[config.mk]
export PLATFORM = sky130hd
export DESIGN_NAME = ibs_port
export DESIGN_NICKNAME = d
export VERILOG_FILES = /design/src/pkg/ibs_pkg.sv /design/src/verilog/ibs_port.sv
export SDC_FILE = /design/constraint.sdc
export NUM_CORES = 1
export LEC_CHECK = 0
export BUFFER_PORTS_ARGS = -buffer_cell sky130_fd_sc_hd__buf_2
export CORE_MARGIN = 2
export CORE_UTILIZATION = 50
export DETAILED_ROUTE_END_ITERATION = 10
export GPL_ROUTABILITY_DRIVEN = 0
export GPL_TIMING_DRIVEN = 1
export PLACE_DENSITY = 0.72
export SYNTH_ARGS = -nofsm -noshare
export SYNTH_HDL_FRONTEND = slang
export SYNTH_SLANG_ARGS = --single-unit
export TNS_END_PERCENT = 1
[constraint.sdc]
create_clock -name ref_clk -period 3.7 [get_ports ref_clk]
set_input_delay 0.37 -clock ref_clk [delete_from_list [all_inputs] [get_ports ref_clk]]
set_output_delay 0.37 -clock ref_clk [all_outputs]
set_load 0.01 [all_outputs]
[src/pkg/ibs_pkg.sv]
// Package for the instrument bus service request port.
// Assumes one 100 MHz clock and an APB register bus.
package ibs_pkg;

    // ------------------------------------------------------------
    // Register map (byte addresses)
    // ------------------------------------------------------------
    localparam logic [7:0] REG_CTRL    = 8'h00;
    localparam logic [7:0] REG_STATUS  = 8'h04;
    localparam logic [7:0] REG_EVENT   = 8'h08;
    localparam logic [7:0] REG_RXDATA  = 8'h0c;
    localparam logic [7:0] REG_TXDATA  = 8'h10;
    localparam logic [7:0] REG_CARDID  = 8'h14;
    localparam logic [7:0] REG_ADDR    = 8'h18;

    // Card identification, value arbitrary
    localparam logic [31:0] CARD_ID    = 32'h0000_1b5a;

    // Control bits
    localparam int CTRL_BUSY    = 0;
    localparam int CTRL_ERROR   = 1;
    localparam int CTRL_TEST    = 2;
    localparam int CTRL_INITOK  = 3;

    // Event register bits (write one to pulse)
    localparam int EV_MEAS      = 0;
    localparam int EV_BADCODE   = 1;
    localparam int EV_CLRERR    = 2;

    // Status byte positions, bit n of the bus is index n-1
    localparam int SB_RQS       = 6;
    localparam int SB_ERR       = 5;
    localparam int SB_BUSY      = 4;

    localparam int ADDR_W       = 5;
    localparam int CHAR_W       = 7;
    localparam int FIFO_DEPTH   = 16;

    // Bus command bytes (logic-true form)
    localparam logic [7:0] CMD_SPE  = 8'h18;
    localparam logic [7:0] CMD_SPD  = 8'h19;
    localparam logic [7:0] CMD_UNT  = 8'h5f;
    localparam logic [7:0] CMD_UNL  = 8'h3f;
    localparam logic [7:0] TAG_LSN  = 8'h20;
    localparam logic [7:0] TAG_TLK  = 8'h40;

    typedef struct packed {
        logic       attn;
        logic       dataValid;
        logic       ifClear;
        logic [7:0] data;
    } ibs_bus_in_t;

    typedef struct packed {
        logic       srq;
        logic       dataValid;
        logic       notReady;
        logic       notAccepted;
        logic [7:0] data;
        logic       dataOe;
    } ibs_bus_out_t;

    typedef enum logic [1:0] {
        TX_IDLE  = 2'b00,
        TX_WAITR = 2'b01,
        TX_VALID = 2'b10
    } ibs_tx_t;

    typedef enum logic [1:0] {
        RX_READY = 2'b00,
        RX_ACCEPT = 2'b01,
        RX_WAITD = 2'b10
    } ibs_rx_t;

endpackage

[src/verilog/ibs_port.sv]
// Service request port of an instrument bus interface, with FIFO.
// Bus data pins are negative logic, control pins logic-true, all asynchronous; APB runs on ref_clk.
//
// How it works
// - Own bus address comes from five switch inputs, low five bits.
// - Test mode loops transmitted characters back into the receive path.
// - A fixed card identification word is readable over APB.
// - Service request line is driven high when a request is pending.
// - Measurement-finished event raises a service request.
// - Finishing initialisation after reset raises a service request.
// - An unrecognised programming code raises a request and error.
// - In serial poll talker mode the status byte is sent on lines 8..1.
// - Status bit 7 shows a pending service request.
// - Status bit 6 shows an error condition.
// - Status bit 5 shows busy; bits 8 and 4..1 read zero.
// - Characters go one after another, bits in parallel.
// - Characters carry seven-bit code; bit 8 is sent as zero.
// - Data lines are inverted: low level means logic one.
// - Interface clear returns bus logic to idle.
`timescale 1ns/1ps

module ibs_fifo #(
    parameter int WIDTH = 7,
    parameter int DEPTH = 16
) (
    input  wire logic             ref_clk,
    input  wire logic             rst_n,
    input  wire logic             flush,
    input  wire logic             inValid,
    output logic                  inReady,
    input  wire logic [WIDTH-1:0] inData,
    output logic                  outValid,
    input  wire logic             outReady,
    output logic      [WIDTH-1:0] outData
);
    localparam int AW = $clog2(DEPTH);

    typedef struct packed {
        logic [AW:0] wrPtr;
        logic [AW:0] rdPtr;
    } ibs_fifo_st_t;

    ibs_fifo_st_t           st_r;
    ibs_fifo_st_t           st_nxt;
    logic [WIDTH-1:0]       mem [DEPTH];
    logic                   doWr;
    logic                   doRd;

    if (DEPTH < 2 || (1 << AW) != DEPTH) begin : g_depthChk
        $error("FIFO depth must be a power of two");
    end

    assign outValid = st_r.wrPtr != st_r.rdPtr;
    assign inReady  = !((st_r.wrPtr[AW] != st_r.rdPtr[AW]) &&
                        (st_r.wrPtr[AW-1:0] == st_r.rdPtr[AW-1:0]));
    assign doWr     = inValid && inReady;
    assign doRd     = outValid && outReady;
    assign outData  = mem[st_r.rdPtr[AW-1:0]];

    always_comb begin
        st_nxt = st_r;
        if (flush) begin
            st_nxt.wrPtr = '0;
            st_nxt.rdPtr = '0;
        end else begin
            if (doWr) begin
                st_nxt.wrPtr = st_r.wrPtr + 1'b1;
            end
            if (doRd) begin
                st_nxt.rdPtr = st_r.rdPtr + 1'b1;
            end
        end
    end

    always_ff @(posedge ref_clk or negedge rst_n) begin
        if (!rst_n) begin
            st_r <= '0;
        end else begin
            st_r <= st_nxt;
        end
    end

    always_ff @(posedge ref_clk) begin
        if (doWr && !flush) begin
            mem[st_r.wrPtr[AW-1:0]] <= inData;
        end
    end
endmodule

module ibs_port
    import ibs_pkg::*;
#(
    parameter int FIFO_D = ibs_pkg::FIFO_DEPTH
) (
    input  wire logic                 ref_clk,
    input  wire logic                 rst_n,
    input  wire logic [7:0]           paddr,
    input  wire logic                 psel,
    input  wire logic                 penable,
    input  wire logic                 pwrite,
    input  wire logic [31:0]          pwdata,
    output logic      [31:0]          prdata,
    output logic                      pready,
    output logic                      pslverr,
    input  wire logic [4:0]           addrSwitch,
    input  wire ibs_pkg::ibs_bus_in_t busIn,
    output ibs_pkg::ibs_bus_out_t     busOut
);
    import ibs_pkg::*;

    typedef struct packed {
        ibs_bus_in_t   s1;
        ibs_bus_in_t   s2;
        logic [4:0]    sw1;
        logic [4:0]    sw2;
        logic [4:0]    myAddr;
        logic [3:0]    ctrl;
        logic          srqPend;
        logic          errFlag;
        logic          talker;
        logic          listener;
        logic          spoll;
        logic          spollSent;
        ibs_tx_t       tx;
        ibs_rx_t       rx;
        logic [7:0]    txByte;
        logic          initDone;
        logic [31:0]   rdata;
        logic          slvErr;
    } ibs_st_t;

    ibs_st_t              st_r;
    ibs_st_t              st_nxt;
    logic                 apbWr;
    logic                 apbRd;
    logic                 rxPush;
    logic [CHAR_W-1:0]    rxChar;
    logic                 rxRdy;
    logic                 rxVal;
    logic [CHAR_W-1:0]    rxOut;
    logic                 rxPop;
    logic                 txVal;
    logic [CHAR_W-1:0]    txOut;
    logic                 txPop;
    logic                 txRdy;
    logic                 txPush;
    logic [7:0]           busData;
    logic [7:0]           statusByte;
    logic                 ifc;

    if (FIFO_D < 2) begin : g_fifoChk
        $error("FIFO_D too small");
    end

    // Bits 8 and 4..1 stay zero
    function automatic logic [7:0] mkStatus(logic rqs, logic err, logic busy);
        logic [7:0] b;
        b         = 8'h00;
        b[SB_RQS] = rqs;
        b[SB_ERR] = err;
        b[SB_BUSY] = busy;
        return b;
    endfunction

    // ------------------------------------------------------------
    // APB slave, zero wait states
    // ------------------------------------------------------------
    assign pready  = 1'b1;
    assign apbWr   = psel && penable && pwrite;
    assign apbRd   = psel && !penable && !pwrite;
    assign prdata  = st_r.rdata;
    assign pslverr = st_r.slvErr & psel & penable;

    assign ifc        = st_r.s2.ifClear;
    assign statusByte = mkStatus(st_r.srqPend, st_r.errFlag,
                                 st_r.ctrl[CTRL_BUSY]);
    assign busData    = ~st_r.s2.data;

    // Test loop feeds transmit FIFO back to receive FIFO
    assign rxChar = st_r.ctrl[CTRL_TEST] ? txOut : busData[CHAR_W-1:0];
    assign txPop  = st_r.ctrl[CTRL_TEST] ? (txVal && rxRdy)
                  : (st_r.tx == TX_IDLE && txVal && st_r.talker && !st_r.spoll
                     && !st_r.s2.attn);
    assign rxPush = st_r.ctrl[CTRL_TEST] ? (txVal && rxRdy)
                  : (st_r.rx == RX_READY && st_r.s2.dataValid && !st_r.s2.attn
                     && st_r.listener && rxRdy);
    assign txPush = apbWr && paddr == REG_TXDATA && txRdy;
    assign rxPop  = psel && penable && !pwrite && paddr == REG_RXDATA;

    ibs_fifo #(.WIDTH(CHAR_W), .DEPTH(FIFO_D)) u_rxFifo (
        .ref_clk  (ref_clk),
        .rst_n    (rst_n),
        .flush    (ifc),
        .inValid  (rxPush),
        .inReady  (rxRdy),
        .inData   (rxChar),
        .outValid (rxVal),
        .outReady (rxPop),
        .outData  (rxOut)
    );

    ibs_fifo #(.WIDTH(CHAR_W), .DEPTH(FIFO_D)) u_txFifo (
        .ref_clk  (ref_clk),
        .rst_n    (rst_n),
        .flush    (ifc),
        .inValid  (txPush),
        .inReady  (txRdy),
        .inData   (pwdata[CHAR_W-1:0]),
        .outValid (txVal),
        .outReady (txPop),
        .outData  (txOut)
    );

    always_comb begin
        logic [7:0] cmd;
        cmd    = busData;
        st_nxt = st_r;
        st_nxt.s1  = busIn;
        st_nxt.s2  = st_r.s1;
        st_nxt.sw1 = addrSwitch;
        st_nxt.sw2 = st_r.sw1;
        st_nxt.myAddr = st_r.sw2;

        // --------------------------------------------------------
        // Register writes
        // --------------------------------------------------------
        if (apbWr) begin
            unique case (paddr)
                REG_CTRL: begin
                    st_nxt.ctrl = pwdata[3:0];
                    if (pwdata[CTRL_INITOK] && !st_r.initDone) begin
                        st_nxt.initDone = 1'b1;
                        st_nxt.srqPend  = 1'b1;
                    end
                end
                REG_EVENT: begin
                    if (pwdata[EV_CLRERR]) begin
                        st_nxt.errFlag = 1'b0;
                    end
                    if (pwdata[EV_MEAS]) begin
                        st_nxt.srqPend = 1'b1;
                    end
                    if (pwdata[EV_BADCODE]) begin
                        st_nxt.srqPend = 1'b1;
                        st_nxt.errFlag = 1'b1;
                    end
                end
                default: begin
                end
            endcase
        end

        // --------------------------------------------------------
        // Acceptor: commands under attention, data otherwise
        // --------------------------------------------------------
        unique case (st_r.rx)
            RX_READY: begin
                if (st_r.s2.dataValid && (st_r.s2.attn || rxPush)) begin
                    st_nxt.rx = RX_ACCEPT;
                    if (st_r.s2.attn) begin
                        if (cmd == CMD_SPE) begin
                            st_nxt.spoll = 1'b1;
                        end else if (cmd == CMD_SPD) begin
                            st_nxt.spoll = 1'b0;
                        end else if (cmd == CMD_UNT) begin
                            st_nxt.talker = 1'b0;
                        end else if (cmd == CMD_UNL) begin
                            st_nxt.listener = 1'b0;
                        end else if (cmd[6:5] == TAG_TLK[6:5]) begin
                            st_nxt.talker = cmd[4:0] == st_r.myAddr;
                        end else if (cmd[6:5] == TAG_LSN[6:5]
                                     && cmd[4:0] == st_r.myAddr) begin
                            st_nxt.listener = 1'b1;
                        end
                    end
                end
            end
            RX_ACCEPT: begin
                st_nxt.rx = RX_WAITD;
            end
            RX_WAITD: begin
                if (!st_r.s2.dataValid) begin
                    st_nxt.rx = RX_READY;
                end
            end
            default: begin
                st_nxt.rx = RX_READY;
            end
        endcase

        // --------------------------------------------------------
        // Source: one character at a time
        // --------------------------------------------------------
        unique case (st_r.tx)
            TX_IDLE: begin
                if (st_r.talker && st_r.spoll && !st_r.s2.attn && !st_r.spollSent) begin
                    st_nxt.txByte    = statusByte;
                    st_nxt.spollSent = 1'b1;
                    st_nxt.tx        = TX_WAITR;
                end else if (txPop && !st_r.ctrl[CTRL_TEST]) begin
                    st_nxt.txByte = {1'b0, txOut};
                    st_nxt.tx     = TX_WAITR;
                end
            end
            TX_WAITR: begin
                st_nxt.tx = TX_VALID;
            end
            TX_VALID: begin
                st_nxt.tx = TX_IDLE;
                if (st_r.spollSent && st_r.txByte[SB_RQS]) begin
                    st_nxt.srqPend = 1'b0;
                end
            end
            default: begin
                st_nxt.tx = TX_IDLE;
            end
        endcase
        if (!st_r.spoll) begin
            st_nxt.spollSent = 1'b0;
        end

        // Set after clear: new events above win over poll clear
        if (apbWr && ((paddr == REG_EVENT && (pwdata[EV_MEAS] || pwdata[EV_BADCODE]))
                      || (paddr == REG_CTRL && pwdata[CTRL_INITOK] && !st_r.initDone))) begin
            st_nxt.srqPend = 1'b1;
        end

        // --------------------------------------------------------
        // Register reads, taken in setup phase
        // --------------------------------------------------------
        st_nxt.slvErr = 1'b0;
        if (apbRd) begin
            st_nxt.rdata = 32'h0000_0000;
            unique case (paddr)
                REG_CTRL:   st_nxt.rdata = {28'h0000000, st_r.ctrl};
                REG_STATUS: st_nxt.rdata = {16'h0000, 3'h0, st_r.talker, st_r.listener,
                                            st_r.spoll, txRdy, rxVal, statusByte};
                REG_EVENT:  st_nxt.rdata = 32'h0000_0000;
                REG_RXDATA: st_nxt.rdata = {24'h000000, 1'b0, rxOut};
                REG_TXDATA: st_nxt.rdata = 32'h0000_0000;
                REG_CARDID: st_nxt.rdata = CARD_ID;
                REG_ADDR:   st_nxt.rdata = {27'h0000000, st_r.myAddr};
                default:    st_nxt.slvErr = 1'b1;
            endcase
        end

        if (ifc) begin
            st_nxt.talker    = 1'b0;
            st_nxt.listener  = 1'b0;
            st_nxt.spoll     = 1'b0;
            st_nxt.spollSent = 1'b0;
            st_nxt.tx        = TX_IDLE;
            st_nxt.rx        = RX_READY;
        end
    end

    always_ff @(posedge ref_clk or negedge rst_n) begin
        if (!rst_n) begin
            st_r <= '0;
            st_r.s1 <= '{attn: 1'b0, dataValid: 1'b0, ifClear: 1'b0, data: 8'hff};
            st_r.s2 <= '{attn: 1'b0, dataValid: 1'b0, ifClear: 1'b0, data: 8'hff};
        end else begin
            st_r <= st_nxt;
        end
    end

    // ------------------------------------------------------------
    // Pin drive
    // ------------------------------------------------------------
    always_comb begin
        busOut             = '0;
        busOut.srq         = st_r.srqPend;
        busOut.dataOe      = st_r.tx != TX_IDLE;
        busOut.data        = ~st_r.txByte;
        busOut.dataValid   = st_r.tx == TX_VALID;
        busOut.notReady    = st_r.rx != RX_READY || !rxRdy;
        busOut.notAccepted = st_r.rx == RX_READY;
    end
endmodule

==> results.txt, run 1 <==
The number of nets in the finished design is 963. The effective utilization at floorplan is 0.508. The initial antenna violation count came out at 0.

In this run the number of H-tree levels came out at 1. The biggest area contributor in the post-synthesis netlist is edfxtp_1. The startpoint type of the worst setup path is a flip-flop.

The worst setup path is of the flip-flop to flip-flop kind. Counting every sink on the clock net gives ~320. The worst-case clock skew came out at roughly 0.016 ns. The run finished, with violations left.

The total number of placement rows came out at approximately 60. The maximum buffer depth of the clock tree is 3. The final critical-path share of the clock period came out at 0.801.

The ratio of routed vias to standard cells is around 5.7. In the post-route analysis, the smallest setup slack over all paths is approximately 0.74 ns. Once detail routing completed, the nets flagged for antenna violations numbered 0. By area the synthesized netlist is led by edfxtp_1 51%, dfrtp_1 14%, mux4_2 9.2%, dfstp_2 3.2%, mux2i_1 3.0%.

The total power per unit cell area came out at 492 nW/um^2. The top-area cell type share of the netlist area came out at 0.511. The most common cell in the synthesized netlist is edfxtp_1.

The number of pins exceeding their max-slew limit in the final report is 0. The later pin in the worst-skew pair is clocked with a latency of about 0.55 ns. Pin placement for this block handled 108 I/O pins. The TritonCTS buffer count came out at 31. The worst-case IR drop observed on VDD is between 0.4 and 0.5 mV. The leading register cell type out of synthesis is edfxtp_1. Setup violations remaining at the end of the flow were counted as 0.

The largest net degree at the start of global routing came out at between 70 and 80. In the final layout, the share of cells above drive strength 1 is 0.267. Averaged over all synthesized cells, the footprint is 16.3 um^2. The count of warnings emitted by yosys came out at 0.

The height of the die came out at about 170 um. The total grt overflow came out at 0. In this run the clock root is driven by a clkbuf_16. Synthesis produced a netlist whose cell count is between 800 and 900. The overall routing resource usage is 0.192. By area, the combinational part of the netlist is dominated by multiplexers. The setup total negative slack came out at 0 ns. The final-report hold violation count is 22.

For this design the static power due to leakage is about 5.3 nW. Setup repair after global routing left no endpoint under its margin. The average wire per standard cell is 21.0 um. The worst hold margin is -0.0105 ns. The worst-margin pin slew is 0.967 ns. The final reports fail on hold timing. The core area is 25900 um^2.

For the worst setup path, the data required time is roughly 4 ns. The die boundary width came out at 166 um. The arrival time of the worst setup path came out at around 3.2 ns. The total wirelength of the detailed-routed design came out at 26300 um.

The number of different library cells in the post-synthesis netlist came out at 65. Max-cap violations in this run came to 0. The largest fanout on the critical path is 11. The achievable clock frequency came out at roughly 0.34 GHz. The sequential element share of the synthesized area came out at 0.688. The number of enable-type register cells in the synthesized netlist came out at about 220. The number of buffers added for setup after CTS is 0. The post-synthesis sequential element count came out at 316. The violation count after the first detailed-route iteration is about 690. The fraction of registers with async set/reset came out at 0.291. The worst setup path is captured at a flip-flop. The total number of vias is 7155. The worst setup slack after placement came out at roughly 0.53 ns. The synthesis-to-finish area growth came out at 14.2%. The post-synthesis cell area came out at approximately 13000 um^2. Clock-pin slew was measured on the worst setup and hold paths at approximately 0.070 ns.

The repair_antennas step left the layout with diodes totalling 0. The tightest slew margin relative to the limit came out at 0.356. Of the total synthesized cell area, the portion taken by AND, OR, NAND and NOR gates is 0.0713.

The half-perimeter wire length of the detailed placement result is approximately 18000 um. In the synthesized netlist, the cells that appear most often are 224 x edfxtp_1, 76 x dfrtp_1, 54 x mux4_2. The path class of the tightest hold or removal check is input port to asynchronous set/reset pin. The floorplan step defined a die boundary enclosing between 20000 and 30000 um^2. The share of the synthesized area in compound gates (AO/OA/AOI/OAI) came out at 0.0468.

The quantity of I/O buffers inserted on ports is 60. Of the total synthesized cell area, the portion taken by XOR and XNOR cells is 0.0153. The total of cells resized after clock tree synthesis is 0.

Of the total synthesized cell area, the portion taken by full adders, half adders and majority gates is 0.00951. The first-pass GRT wire length came out at slightly above 40000 um. TritonCTS built the clock tree.

The number of global-route vias before repair came out at 7048. The clock period minus worst slack is 2.96 ns. The post-route DRC violation count came out at 0. The multiplexer share of the synthesized area is 0.132.

The detailed-router iteration count before antenna repair is 5.
-- through the flow --
step / hold slack, ns / total power, W / util / cells / cell area, um^2
4_1_cts: 0.0224 / 0.00743 / 0.580 / 1251 / 15000
2_1_floorplan: 0.0744 / 0.00404 / - / 825 / 13200
3_5_place_dp: 0.335 / 0.00412 / 0.530 / 1178 / 13700
3_3_place_gp: 0.335 / 0.00411 / 0.530 / 1178 / 13700
6_report: -0.0105 / 0.00739 / 0.580 / 1251 / 15000
5_1_grt: 0.0603 / 0.00761 / 0.580 / 1251 / 15000
-- cell families (layout without fill, tap and decap cells) --
family                     count (synthesis)  count (layout)
DFF                                      316             316
muxes                                    104             104
buffers and inverters                     83             174
other                                      2              22
and+or+nand+nor                          176             176
xor gates and xnor gates                  23              23
adders and majority gates                 10              10
AOI/OAI and AO/OA                         91              91
-- cell usage in the layout (no fill, tap or decap), types with 4 or more instances in the layout --
cell type / count
clkinv_4: 4
nor2_1: 53
nor3_1: 10
dfstp_2: 16
edfxtp_1: 224
and3_1: 15
o21ai_0: 23
dfrtp_1: 74
buf_4: 27
nand2b_1: 4
a22oi_1: 5
bufinv_16: 4
nand3_1: 12
mux4_2: 54
conb_1: 22
nand2_1: 35
xor2_1: 10
a21oi_1: 20
a211oi_1: 7
clkinv_2: 6
ha_1: 10
dlygate4sd3_1: 16
a221oi_1: 7
o211ai_1: 6
mux2_2: 11
a22o_1: 5
mux2i_1: 39
clkbuf_16: 34
nor2b_1: 8
inv_1: 14
buf_2: 59
xnor2_1: 13
-- per-layer routing --
metal | vias to the layer above | share of wire | global-route usage
met4 | 0 | 0.022 | 0.0484
met3 | 43 | 0.085 | 0.0479
met5 | - | 0 | 0
met2 | 281 | 0.45 | 0.292
met1 | 3619 | 0.44 | 0.282
li1 | 3212 | - | -
-- sequential cells by signal, indices dropped and copies added, names as in the netlist --
register       cells
ifc                1
st_r              37
u_txFifo.mem     112
prdata            12
st_nxt            21
u_rxFifo.st_r     10
u_rxFifo.mem     112
busOut             1
u_txFifo.st_r     10
-- cell type report --
type	instances	area [um^2]
fill	1891	10900
sequential	316	9050
multi-input combinational	426	3690
clock buffer	37	886
timing repair buffer	103	678
tap	335	419
clock inverter	20	238
inverter	14	52.6
-- worst max-delay path, stage by stage (launching register included) --
cell and delay, ns:
dfrtp_1 0.73, xnor2_1 0.18, nand4_1 0.26, o21ai_1 0.21, a211oi_1 0.66, and4_1 0.57
-- final timing paths --
path	startpoint	to	slack [ns]	cells past startpoint
hold reg to reg	st_nxt[60]$_DFF_PN0_	st_r[60]$_DFF_PN0_	0.34	0
min in group ref_clk	paddr[5]	prdata[11]$_DFFE_PN0P_	0.18	3
hold / removal	rst_n	st_nxt[63]$_DFF_PN0_	-0.01	1
setup / recovery	u_txFifo.st_r[3]$_DFFE_PN0P_	u_rxFifo.mem[5][3]$_DFFE_PP_	0.74	5
max in group asynchronous	rst_n	st_r[72]$_DFF_PN1_	2.89	2
setup reg to reg	u_txFifo.st_r[3]$_DFFE_PN0P_	u_rxFifo.mem[5][3]$_DFFE_PP_	0.74	5
-- power by group --
| part | switching (W) | internal, W | leakage (nW) |
|---|---|---|---|
| Sequential | 0.0000304 | 0.00384 | 3.17 |
| Clock | 0.00132 | 0.00201 | 0.554 |
| Combinational | 0.000126 | 0.0000633 | 1.56 |
-- repair_timing --
item	in CTS	in global routing
setup endpoints to repair	0	0
endpoints found under the hold margin	16	0
hold buffers	16	0
Note: power is estimated with default switching activity, not from simulation.
==> run 2, diff against run 1 <==
--- a/config.mk
+++ b/config.mk
@@ -5,13 +5,14 @@
 export SDC_FILE = /design/constraint.sdc
 export NUM_CORES = 1
 export LEC_CHECK = 0
+export ABC_AREA = 1
 export BUFFER_PORTS_ARGS = -buffer_cell sky130_fd_sc_hd__buf_2
 export CORE_MARGIN = 2
 export CORE_UTILIZATION = 50
 export DETAILED_ROUTE_END_ITERATION = 10
 export GPL_ROUTABILITY_DRIVEN = 0
 export GPL_TIMING_DRIVEN = 1
-export PLACE_DENSITY = 0.72
+export PLACE_DENSITY = 0.71
 export SYNTH_ARGS = -nofsm -noshare
 export SYNTH_HDL_FRONTEND = slang
 export SYNTH_SLANG_ARGS = --single-unit
==> constraint.sdc (replaced) <==
create_clock -name ref_clk -period 2.95 [get_ports ref_clk]
set_input_delay 0.295 -clock ref_clk [delete_from_list [all_inputs] [get_ports ref_clk]]
set_output_delay 0.295 -clock ref_clk [all_outputs]
set_load 0.01 [all_outputs]
==> results.txt, run 2 <==
The largest vdd supply drop was 0.583 mV (+42%). The number of enable-type register cells in the synthesized netlist is 224 (unchanged). The number of setup violations in the final report is 0 (unchanged). The data required time of the critical path was 3.09 ns (-0.80 ns). The critical path is of the flip-flop to flip-flop type.

The number of buffers added for setup after CTS came out at 0 (unchanged). In this run the most critical hold path is launched from paddr[3]. The synthesis-to-finish area growth came out at 13.2%. The tightest slew margin relative to the limit came to 0.512 (+0.157). The worst setup slack after layout is 0.483 ns (-0.254 ns). The CTS sink count came out at 316 (unchanged). The first-pass GRT wire length was 49100 um (+19%). The overall routing resource usage came out at 0.219 (+0.0271). The detailed-router iteration count before antenna repair came to 6 (+1). Ranked by instance count, the synthesized netlist is headed by 337 x nand2_1, 224 x edfxtp_1, 196 x nor2_1. The number of global-route vias before repair was 9220 (+31%).

The H-tree depth reported by CTS came out at 2 (+1). The count of hold buffers inserted by post-cts repair came out at 17 (+1). The top-area cell type share of the netlist area is 0.487 (-0.0244). The fraction of registers with async set/reset came to 0.291 (unchanged). The clock share of power came out at 0.369 (-0.082). The combinational share of power was 0.178 (+0.152). The total number of placement rows is 60 (+1.7%). The internal power summed over all cells came out at 0.00836 W (+42%). The largest net degree at the start of global routing is 69 (-12%). The leakage dissipation is 6.51 nW (+23%).

The height of the die is 170 um (+2.4%). The post-synthesis cell area is 13800 um^2 (+5.0%). The average wire per standard cell came to 17.2 um (-18%). The final critical-path share of the clock period came out at 0.836 (+0.0354). Leaving out fill and tap cells, the most frequent cells in the layout are 337 x nand2_1, 224 x edfxtp_1, 196 x nor2_1, 107 x inv_1, 103 x nand3_1.

The core area is 27000 um^2 (+4.3%). The run finished with clean final reports. The sequential element share of the synthesized area is 0.655 (-0.0328).

The clock period minus worst slack is 2.47 ns (-0.496 ns). STA classifies the critical path startpoint as a flip-flop. The switching power came out at 0.00332 W (+120%). The arrival time of the worst setup path is 2.60 ns (-0.56 ns).

The worst setup slack after placement came to 0.476 ns (-0.0533 ns). The switching portion of total power is 0.284 (+0.0836). The violation count after the first detailed-route iteration is 1015 (+46%). The post-route DRC violation count came out at 0 (unchanged). The max-capacitance violation count came to 0 (unchanged). The setup total negative slack came out at 0 ns (unchanged). The clock slew at the register clock pins of the worst setup and hold paths is 0.06 ns (about the same). The half-perimeter wire length of the detailed placement result is 19900 um (+12%).

The total wirelength of the detailed-routed design came out at 31000 um (+18%). The number of inserted diodes is 0 (unchanged). The worst-case clock skew is 0.0293 ns (+0.0130 ns). The final core area utilization is 0.579 (-0.000946). The largest fanout on the critical path came out at 8 (-3). The number of different library cells in the post-synthesis netlist came out at 41 (-37%).

In this run the worst hold path is classified as input port to flip-flop. The number of nets in the finished design is 1504 (+56%). Leaving out fill and tap cells, the most frequent cell in the layout is nand2_1. The ratio of cells with drive above 1 in the final layout came out at 0.127 (-0.141). The quantity of I/O buffers inserted on ports came to 60 (unchanged). The number of pins exceeding their max-slew limit in the final report was 0 (unchanged). The count of cells along the worst hold path came out at 3. The worst-margin pin slew is 0.730 ns (-0.237 ns).

The total power per unit cell area came out at 747 nW/um^2 (+52%). The synthesized netlist cell count is 1356 (+68%). The post-synthesis sequential element count is 316 (unchanged). Sorting the synthesized cells by area gives the leading types as edfxtp_1 49%, dfrtp_1 14%, nand2_1 9.2%, nor2_1 5.3%, nand3_1 3.7%. The flop-to-flop setup slack came out at 0.48 ns (-0.25 ns). The maximum buffer depth of the clock tree is 3 (unchanged). The final-report hold violation count came out at 0 (-100%). The clock root buffer master is clkbuf_16. The portion of total power attributed to sequential cells is 0.453 (-0.070). The number of top-level pins is 108 (unchanged). The total die area came out at 29000 um^2 (+4.9%).

The clock latency at the later pin of the worst-skew pair is 0.52 ns (-0.03 ns). The total grt overflow is 0 (unchanged). TritonCTS built the clock tree. The endpoint kind of the worst setup timing path is a flip-flop.

The ratio of routed vias to standard cells came out at 5.30 (-7.4%). The worst hold path terminates at st_r[0]$_DFF_PN0_. The number of cell instances on the worst register-to-register path is 9 (+4). The total of cells resized after clock tree synthesis is 0 (unchanged).

The endpoint of the most critical register-to-register path is u_txFifo.mem[10][6]$_DFFE_PP_. The die boundary width is 170 um (+2.4%). The achievable clock frequency is 0.405 GHz (+20%). Setup repair after global routing left no endpoint under its margin. The effective utilization at floorplan came out at 0.511 (+0.00346).

The TritonCTS buffer count is 34 (+9.7%). The leading register cell type out of synthesis is edfxtp_1. The total number of vias came out at 9533 (+33%). The remaining number of nets flagged by the antenna check after routing was 0 (unchanged). Of all cell types, the one taking the most synthesized area is edfxtp_1. The cell with the most instances after synthesis is nand2_1. The mean instance size in the synthesized netlist came to 10.2 um^2 (-38%). The startpoint of the worst-slack reg-to-reg timing path is u_txFifo.st_r[2]$_DFFE_PN0P_.

The count of warnings emitted by yosys came to 0 (unchanged). The initial antenna violation count came out at 0 (unchanged).
## run 2: changes by cell type in the layout (fill, tap and decap cells not counted), sizes merged, moves of 15 or more
cell	before	now
nand2	36	344
and3	15	0
inv	18	117
nor2	53	199
o21ai	26	90
mux4	54	0
mux2i	39	0
nand3	12	106
## run 2: worst max-delay path, cell delays in order (launching register included)
cell,delay [ns]
dfrtp_1,0.48
inv_2,0.18
nand2_1,0.07
nand2_1,0.07
nor2_1,0.07
nand3b_1,0.16
nand2_2,0.12
nor2_2,0.21
nand2_1,0.20
nor2_1,0.54
## run 2: metrics by stage
stage | cells | total power (W) | hold WS [ns] | cell area, um^2
3_3_place_gp | 1721 | 0.00736 | 0.333 | 14300
2_1_floorplan | 1376 | 0.00669 | -0.000591 | 13900
6_report | 1800 | 0.0117 | 0.0988 | 15600
4_1_cts | 1800 | 0.0117 | 0.0777 | 15600
3_5_place_dp | 1721 | 0.00742 | 0.335 | 14300
5_1_grt | 1800 | 0.0122 | 0.120 | 15600
## run 2: cells by family after synthesis
| family | synth area share |
|---|---|
| and+or+nand+nor | 0.202 |
| buffers and inverters | 0.0698 |
| xor gates and xnor gates | 0.00951 |
| DFF | 0.655 |
| AOI/OAI and AO/OA | 0.0544 |
| adders and majority gates | 0.00906 |
| other | 0.000544 |
## run 2: cell type report
cell class	count	area, um^2
clock buffers	50	973
clock inverters	12	163
fillers	2233	11400
inverters	115	432
multi-input cells	858	3870
flip-flops and latches	316	9050
well taps	341	427
repair buffers	108	718
## run 2: power groups by stage
stage	Clock [W]	Sequential [W]	Combinational [W]
2_1_floorplan	0	0.00534	0.00135
3_3_place_gp	0	0.00537	0.00199
3_5_place_dp	0	0.00537	0.00205
4_1_cts	0.00437	0.00528	0.00208
5_1_grt	0.00454	0.00530	0.00231
6_report	0.00431	0.00529	0.00208
## run 2: worst max path at each step
stage | slack, ns | startpoint | end | depth (start not counted)
global placement | 0.53 | paddr[0] | u_txFifo.mem[4][6]$_DFFE_PP_ | 10
global route | 0.33 | u_txFifo.st_r[0]$_DFFE_PN0P_ | u_txFifo.mem[4][3]$_DFFE_PP_ | 9
CTS | 0.50 | u_txFifo.st_r[0]$_DFFE_PN0P_ | u_txFifo.mem[4][0]$_DFFE_PP_ | 9
detailed placement | 0.48 | paddr[0] | u_txFifo.mem[4][6]$_DFFE_PP_ | 10
finish | 0.48 | u_txFifo.st_r[2]$_DFFE_PN0P_ | u_txFifo.mem[10][6]$_DFFE_PP_ | 9
floorplan | 0.90 | u_txFifo.st_r[0]$_DFFE_PN0P_ | u_rxFifo.mem[0][5]$_DFFE_PP_ | 10
## run 2: per-layer routing
metal | GRT usage | wire [um]
met1 | 0.298 | 13200
met2 | 0.368 | 15100
met3 | 0.0326 | 1850
met4 | 0.0654 | 753
met5 | 0 | 0
